<file path="config.mk">
export PLATFORM = sky130hd
export DESIGN_NAME = gpr_regs
export DESIGN_NICKNAME = d
export VERILOG_FILES = /design/src/gpr_pkg.sv /design/src/gpr_pin_sync.sv /design/src/gpr_regs.sv
export VERILOG_INCLUDE_DIRS = /design/src
export SDC_FILE = /design/constraint.sdc
export NUM_CORES = 1
export LEC_CHECK = 0
export ABC_AREA = 1
export BUFFER_PORTS_ARGS = -buffer_cell sky130_fd_sc_hd__buf_4
export CAP_MARGIN = 20
export CORE_ASPECT_RATIO = 1.4
export CORE_MARGIN = 3
export CORE_UTILIZATION = 40
export DETAILED_ROUTE_END_ITERATION = 7
export GPL_TIMING_DRIVEN = 0
export SLEW_MARGIN = 10
export SYNTH_ARGS = -nofsm -noshare
export SYNTH_HDL_FRONTEND = slang
export SYNTH_SLANG_ARGS = --single-unit
</file>
<file path="constraint.sdc">
create_clock -name clk_i -period 3.72 [get_ports clk_i]
set_clock_uncertainty 0.15 [all_clocks]
set_input_delay 0.93 -clock clk_i [delete_from_list [all_inputs] [get_ports clk_i]]
set_output_delay 0.93 -clock clk_i [all_outputs]
set_load 0.05 [all_outputs]
</file>
<file path="src/gpr_map.svh">
`ifndef GPR_MAP_SVH
`define GPR_MAP_SVH

// ----------------------------------------
// Register offsets (byte addresses)
// ----------------------------------------
`define GPR_OFS_PORT_C_DIRECTION 8'h08
`define GPR_OFS_PORT_D_DIRECTION 8'h0c
`define GPR_OFS_PORT_A_LEVEL     8'h10
`define GPR_OFS_PORT_B_LEVEL     8'h14
`define GPR_OFS_PORT_C_LEVEL     8'h18
`define GPR_OFS_PORT_D_LEVEL     8'h1c
`define GPR_OFS_PORT_A_PULLUP    8'h20
`define GPR_OFS_CLOCK_GATES      8'h38

// ----------------------------------------
// Field positions
// ----------------------------------------
`define GPR_BIT_PORT_UNIT_GATE   22

// ----------------------------------------
// Reset values
// ----------------------------------------
`define GPR_RST_DIR_C            16'hffff
`define GPR_RST_DIR_D            12'hfff
`define GPR_RST_LEVEL_16         16'hffff
`define GPR_RST_LEVEL_B          15'h7fff
`define GPR_RST_LEVEL_D          12'hfff
`define GPR_RST_PULLUP_A         16'h0000

`endif

</file>
<file path="src/gpr_pkg.sv">
package gpr_pkg;

	// ----------------------------------------
	// Pin groups
	// ----------------------------------------
	typedef struct packed {
		logic [15:0] a;
		logic [15:0] b;
		logic [15:0] c;
		logic [11:0] d;
	} gpr_pins_s;

	// ----------------------------------------
	// Synchroniser state
	// ----------------------------------------
	typedef struct packed {
		gpr_pins_s meta;
		gpr_pins_s stable;
	} gpr_sync_s;

	// ----------------------------------------
	// Register bank state
	// ----------------------------------------
	typedef struct packed {
		logic [15:0] dir_a;
		logic [15:0] dir_b;
		logic [15:0] dir_c;
		logic [11:0] dir_d;
		logic [15:0] lvl_a;
		logic [15:1] lvl_b;
		logic [15:0] lvl_c;
		logic [11:0] lvl_d;
		logic [15:0] pu_a;
		logic        gate;
		gpr_pins_s   smp;
		gpr_pins_s   out;
		gpr_pins_s   oe;
		logic [15:0] pu_out;
		logic        ack;
		logic [31:0] rdat;
	} gpr_state_s;

endpackage

</file>
<file path="src/gpr_pin_sync.sv">
`timescale 1ns/10ps

module gpr_pin_sync
(
	// Clock and reset
	input  wire logic              clk_i,
	input  wire logic              rst_i,
	// Pins in and synchronised out
	input  wire gpr_pkg::gpr_pins_s pin_i,
	output      gpr_pkg::gpr_pins_s pin_o
);

	gpr_pkg::gpr_sync_s st;
	gpr_pkg::gpr_sync_s next_st;

	// ----------------------------------------
	// Two stages per pin
	// ----------------------------------------
	always_comb
	begin
		next_st        = st;
		next_st.meta   = pin_i;
		next_st.stable = st.meta;
	end

	always_ff @(posedge clk_i)
	begin
		if (rst_i)
			st <= '0;
		else
			st <= next_st;
	end

	assign pin_o = st.stable;

endmodule

</file>
<file path="src/gpr_regs.sv">
`timescale 1ns/10ps
`include "gpr_map.svh"

// Notes on behaviour
// - Group C direction bit zero drives its pin, one makes it input.
// - Group D direction has bits eleven to zero, same encoding, upper bits reserved.
// - After reset all group C and D direction bits are one.
// - Group A output pins drive the stored level bit: one high, zero low.
// - Level reads return sampled pin for inputs, stored value for outputs.
// - Group B level has bits fifteen to one; bit zero reserved, no pin.
// - Group C level has all sixteen bits with the same drive and read-back.
// - Group D level has bits eleven to zero; bits above are reserved.
// - Group A pull-up bit one enables the pin pull-up, zero disables it.
// - Port works only while the unit clock gate bit is one; resets zero.

module gpr_regs
(
	// Clock and reset
	input  wire logic               clk_i,
	input  wire logic               rst_i,
	// Wishbone slave
	input  wire logic               wb_cyc_i,
	input  wire logic               wb_stb_i,
	input  wire logic               wb_we_i,
	input  wire logic [7:0]         wb_adr_i,
	input  wire logic [3:0]         wb_sel_i,
	input  wire logic [31:0]        wb_dat_i,
	output      logic [31:0]        wb_dat_o,
	output      logic               wb_ack_o,
	// Group A and B directions from neighbouring logic
	input  wire logic [15:0]        dir_a_i,
	input  wire logic [15:0]        dir_b_i,
	// Pins
	input  wire gpr_pkg::gpr_pins_s pin_lvl_i,
	output      gpr_pkg::gpr_pins_s pin_out_o,
	output      gpr_pkg::gpr_pins_s pin_oe_o,
	output      logic [15:0]        pullup_a_o
);

	gpr_pkg::gpr_state_s st;
	gpr_pkg::gpr_state_s next_st;
	gpr_pkg::gpr_pins_s  pin_sync;

	logic        req;
	logic        wr;
	logic [31:0] wmask;
	logic [31:0] wval;
	logic [31:0] rval;
	logic        port_wr;

	// ----------------------------------------
	// Pin synchroniser
	// ----------------------------------------
	gpr_pin_sync u_sync
	(
		.clk_i (clk_i),
		.rst_i (rst_i),
		.pin_i (pin_lvl_i),
		.pin_o (pin_sync)
	);

	// ----------------------------------------
	// Bus decode
	// ----------------------------------------
	assign req     = wb_cyc_i & wb_stb_i & ~st.ack;
	assign wr      = req & wb_we_i;
	assign port_wr = wr & st.gate;
	assign wmask   = {{8{wb_sel_i[3]}}, {8{wb_sel_i[2]}}, {8{wb_sel_i[1]}}, {8{wb_sel_i[0]}}};

	// ----------------------------------------
	// Read mux
	// ----------------------------------------
	always_comb
	begin
		rval = 32'h0000_0000;
		case (wb_adr_i)
			`GPR_OFS_PORT_C_DIRECTION:
				rval = {16'h0000, st.dir_c};
			`GPR_OFS_PORT_D_DIRECTION:
				rval = {20'h00000, st.dir_d};
			`GPR_OFS_PORT_A_LEVEL:
				rval = {16'h0000, (st.dir_a & st.smp.a) | (~st.dir_a & st.lvl_a)};
			`GPR_OFS_PORT_B_LEVEL:
				rval = {16'h0000, (st.dir_b[15:1] & st.smp.b[15:1]) | (~st.dir_b[15:1] & st.lvl_b), 1'b0};
			`GPR_OFS_PORT_C_LEVEL:
				rval = {16'h0000, (st.dir_c & st.smp.c) | (~st.dir_c & st.lvl_c)};
			`GPR_OFS_PORT_D_LEVEL:
				rval = {20'h00000, (st.dir_d & st.smp.d) | (~st.dir_d & st.lvl_d)};
			`GPR_OFS_PORT_A_PULLUP:
				rval = {16'h0000, st.pu_a};
			`GPR_OFS_CLOCK_GATES:
				rval = 32'(st.gate) << `GPR_BIT_PORT_UNIT_GATE;
			default:
				rval = 32'h0000_0000;
		endcase
	end

	// ----------------------------------------
	// Next state
	// ----------------------------------------
	always_comb
	begin
		next_st      = st;
		wval         = 32'h0000_0000;
		next_st.ack  = req;
		next_st.rdat = (req & ~wb_we_i) ? rval : 32'h0000_0000;

		// Directions of A and B follow neighbouring logic, except B bit zero, held at one
		next_st.dir_a = dir_a_i;
		next_st.dir_b = {dir_b_i[15:1], 1'b1};

		// Sample frozen while the unit is off
		if (st.gate)
			next_st.smp = pin_sync;

		if (wr && wb_adr_i == `GPR_OFS_CLOCK_GATES)
		begin
			wval         = (32'(st.gate) << `GPR_BIT_PORT_UNIT_GATE) & ~wmask | wb_dat_i & wmask;
			next_st.gate = wval[`GPR_BIT_PORT_UNIT_GATE];
		end

		if (port_wr)
		begin
			case (wb_adr_i)
				`GPR_OFS_PORT_C_DIRECTION:
				begin
					wval          = {16'h0000, st.dir_c} & ~wmask | wb_dat_i & wmask;
					next_st.dir_c = wval[15:0];
				end
				`GPR_OFS_PORT_D_DIRECTION:
				begin
					wval          = {20'h00000, st.dir_d} & ~wmask | wb_dat_i & wmask;
					next_st.dir_d = wval[11:0];
				end
				`GPR_OFS_PORT_A_LEVEL:
				begin
					wval          = {16'h0000, st.lvl_a} & ~wmask | wb_dat_i & wmask;
					next_st.lvl_a = wval[15:0];
				end
				`GPR_OFS_PORT_B_LEVEL:
				begin
					wval          = {16'h0000, st.lvl_b, 1'b0} & ~wmask | wb_dat_i & wmask;
					next_st.lvl_b = wval[15:1];
				end
				`GPR_OFS_PORT_C_LEVEL:
				begin
					wval          = {16'h0000, st.lvl_c} & ~wmask | wb_dat_i & wmask;
					next_st.lvl_c = wval[15:0];
				end
				`GPR_OFS_PORT_D_LEVEL:
				begin
					wval          = {20'h00000, st.lvl_d} & ~wmask | wb_dat_i & wmask;
					next_st.lvl_d = wval[11:0];
				end
				`GPR_OFS_PORT_A_PULLUP:
				begin
					wval         = {16'h0000, st.pu_a} & ~wmask | wb_dat_i & wmask;
					next_st.pu_a = wval[15:0];
				end
				default:
					wval = 32'h0000_0000;
			endcase
		end

		// Pin drive, registered
		next_st.out.a  = next_st.lvl_a;
		next_st.out.b  = {next_st.lvl_b, 1'b0};
		next_st.out.c  = next_st.lvl_c;
		next_st.out.d  = next_st.lvl_d;
		next_st.oe.a   = {16{next_st.gate}} & ~next_st.dir_a;
		next_st.oe.b   = {16{next_st.gate}} & ~next_st.dir_b;
		next_st.oe.c   = {16{next_st.gate}} & ~next_st.dir_c;
		next_st.oe.d   = {12{next_st.gate}} & ~next_st.dir_d;
		next_st.pu_out = {16{next_st.gate}} & next_st.pu_a;
	end

	// ----------------------------------------
	// State register
	// ----------------------------------------
	always_ff @(posedge clk_i)
	begin
		if (rst_i)
		begin
			st       <= '0;
			st.dir_a <= 16'hffff;
			st.dir_b <= 16'hffff;
			st.dir_c <= `GPR_RST_DIR_C;
			st.dir_d <= `GPR_RST_DIR_D;
			st.lvl_a <= `GPR_RST_LEVEL_16;
			st.lvl_b <= `GPR_RST_LEVEL_B;
			st.lvl_c <= `GPR_RST_LEVEL_16;
			st.lvl_d <= `GPR_RST_LEVEL_D;
			st.pu_a  <= `GPR_RST_PULLUP_A;
			st.gate  <= 1'b0;
		end
		else
			st <= next_st;
	end

	// ----------------------------------------
	// Outputs
	// ----------------------------------------
	assign wb_dat_o   = st.rdat;
	assign wb_ack_o   = st.ack;
	assign pin_out_o  = st.out;
	assign pin_oe_o   = st.oe;
	assign pullup_a_o = st.pu_out;
endmodule

</file>
==> qor.csv <==
stage,metric,value,unit
yosys,Synth top area share,52.2,%
timing,Final min period,2.95,ns
cts,root buf cell,clkbuf_16,
yosys,most frequent cells after synthesis,"nor2_1, dfxtp_1, nand2_1",
route,First DRT Iteration DRCs,1156,
worst_setup_path,Critical Path RT,3.99,ns
run_status,failing checks,design-rule violations,
power_and_ir_drop,Sw Pwr,2460,uW
run_status,outcome,"complete, but fails checks",
yosys,number of synthesized flops with an enable pin,0,
cts,CTS Sinks,464,
yosys,Async SR Flop Fraction,0,%
yosys,post-synthesis sequential area ratio,52.2,%
hold_path,WHS Endpoint,u_sync.pin_o[54],
timing,Least-Margin Pin Slew,0.967,ns
power_and_ir_drop,Clk pwr share,43.7,%
power_and_ir_drop,total leakage power,0.0111,uW
global_route,total congestion overflow,0,
route,Vias,15400,
placed_design,number of I/O port buffers,272,
worst_setup_path,reg2reg end,pin_oe_o[22],
route,Post-Route WL,61.7,mm
yosys,Synth Register Bits,464,
route,drt first pass iters,8,
worst_setup_path,depth of the worst register-to-register path,9,
power_and_ir_drop,Max VDD drop,317,uV
yosys,"Top FF cell, synth",dfxtp_1,
placed_design,placer congestion estimate,0.978,
cts,CTS tree,yes,
cts,post-cts resize count,0,
yosys,"count leader, synth",nor2_1,
timing,Final Hold Fails,0,
global_route,initial antenna violation count,3,
layout,nets@finish,2787,
route,DRC,7,
yosys,top post-synthesis cells by area,"dfxtp_1, nor2_1, nand2_1, buf_4, o21ai_0",
hold_path,HP Class,flip-flop to flip-flop,
floorplan,die width,184,um
yosys,synthesized area,17800,um2
cts,later-pin clock latency in the skew report,0.57,ns
timing,unrepaired setup endpoints after global routing,no,
yosys,cell taking the most area after synthesis,dfxtp_1,
layout,Layout area overhead,23.8,%
floorplan,Die Ht,256,um
worst_setup_path,Critical Path Fanout Max,10,
placed_design,Post-DP Area,20600,um2
cts,maximum clock insertion buffer count,3,
yosys,syn avg cell area,7.69,um2
layout,Fillers,4286,
timing,setup violators final,0,
worst_setup_path,R2R Path Start,wb_ack_o,
layout,Antenna diodes,0,
floorplan,I/O pin count,310,
power_and_ir_drop,PwrDens,473,nW/um2
timing,FMAX,339,MHz
cts,CTS hold repair buffers,0,
route,wire per inst,19.1,um
worst_setup_path,critical path class,input port to flip-flop,
global_route,largest net degree at the start of global routing,17,
hold_path,depth of the worst hold-timing path,2,
yosys,synth unique cells,26,
timing,fin. max-slew vios,0,
cts,CTS Buf Count,42,
global_route,vias in the first global route,15200,
power_and_ir_drop,Combinational Power Share,7.2,%
hold_path,hold path start,u_sync.next_st[54],
layout,Reg area,9290,um2
flow_run,# Max-Cap Violations,0,
worst_setup_path,Worst setup SP type,input port,
cts,post-CTS repair timing setup buffer count,0,
layout,area occupied by multi-input gates,5860,um2
route,vias per inst,4.79,
yosys,Cells after Synth,2314,
worst_setup_path,Reg2Reg Setup Slack,1.45,ns
route,DRT antenna net count,0,
power_and_ir_drop,Power Internal,7960,uW
floorplan,die area,47100,um2
timing,final worst path period share,79.3,%
floorplan,Rows,90,
timing,setup_tns,0,ns
floorplan,Starting Density,40.8,%
worst_setup_path,WP data arrival,3.22,ns
floorplan,core area,43600,um2
timing,worst rel slew slack,35.6,%
cts,Clock Pin Slew Worst Setup and Hold Paths,0.07,ns
global_route,aggregate global-route resource usage,25.6,%
layout,share of layout cells above drive strength 1,23.1,%
placed_design,Post-DP HPWL,49.5,mm
power_and_ir_drop,switching share of power,23.6,%
global_route,first-pass GRT wire length,90.8,mm
worst_setup_path,CP Capture Type,flip-flop,
yosys,Ys Warns,0,
layout,final instance area,22000,um2
cts,H-tree Lvls,2,
power_and_ir_drop,Seq pwr share,49.1,%
## stage by stage
stage / utilization [%] / setup slack (ns) / hold slack [ns] / total power [uW] / instances
final: 50.6 / 0.771 / 0.249 / 10400 / 3226
after global routing: 50.6 / 0.740 / 0.260 / 10700 / 3226
after CTS: 50.6 / 0.716 / 0.249 / 10500 / 3226
after detailed placement: 47.2 / 0.124 / 0.243 / 5980 / 3154
after global placement: 47.2 / 0.121 / 0.242 / 5980 / 3154
after floorplan: - / 1.49 / 0.238 / 5650 / 2330
## flip-flops by register name, summed over array words and instances, names as in the netlist
| signal | cells |
|---|---|
| pin_oe_o | 59 |
| pin_out_o | 59 |
| pullup_a_o | 16 |
| st | 194 |
| u_sync.next_st | 59 |
| u_sync.pin_o | 59 |
| wb_ack_o | 1 |
| wb_dat_o | 17 |
## routing by layer
metal	track usage [%]	up-vias	part of all wire (%)
met2	46.3	605	50
met3	3.14	111	5.8
met1	30.4	7111	39
met5	0	-	0.021
met4	10.6	2	4.7
li1	-	7614	-
## how the worst max path moves through the flow
stage | startpoint | end | slack [ns] | cells after the start
3_5_place_dp | rst_i | u_sync.pin_o[58] | 0.12 | 4
5_1_grt | rst_i | u_sync.next_st[57] | 0.74 | 4
3_3_place_gp | rst_i | st[231] | 0.12 | 4
4_1_cts | rst_i | st[232] | 0.72 | 4
2_1_floorplan | wb_adr_i[1] | st[269] | 1.49 | 7
6_report | rst_i | st[232] | 0.77 | 4
## final cells by class
cell class                      instances  share of cell area [%]
Timing Repair Buffer                  272                    9.27
Sequential cell                       464                    42.2
Inverter                              253                    4.34
Multi-Input combinational cell       1345                    26.6
Buffer                                268                    7.94
Clock inverter                         18                    1.35
Tap cell                              552                    3.13
Clock buffer                           54                    5.20
## cells by family after synthesis
logic type	synth area share (%)
compound gates	7.93
buf+inv	15.2
flops	52.2
other cells	0.0211
simple gates	24.6
## cells in the final DEF (no fill, tap or decap), types with 4 or more instances in the layout
cell type	n
buf_6	9
inv_2	5
nor2_4	4
a21oi_1	40
nand3_1	116
conb_1	17
nor2_2	16
nor3_2	12
clkbuf_8	5
buf_4	442
inv_1	245
clkbuf_1	74
nor2_1	470
or2_2	31
o21ai_1	26
clkinv_2	6
nand2_1	352
dfxtp_1	464
clkbuf_16	42
buf_2	21
bufinv_16	6
nand2_2	5
nor3_1	36
o21ai_0	216
## power by group through the flow
stage	registers (uW)	logic (uW)	clock network, uW
5_1_grt	5130	797	4810
3_5_place_dp	5230	753	0
2_1_floorplan	5220	434	0
3_3_place_gp	5230	752	0
4_1_cts	5120	755	4630
6_report	5120	751	4550
## worst max-delay path, cell delays in order
cell and delay, ns:
clkbuf_1 0.64, clkbuf_1 0.79, clkbuf_1 0.70, nor2_1 0.12
(Power assumes the default switching activity.)
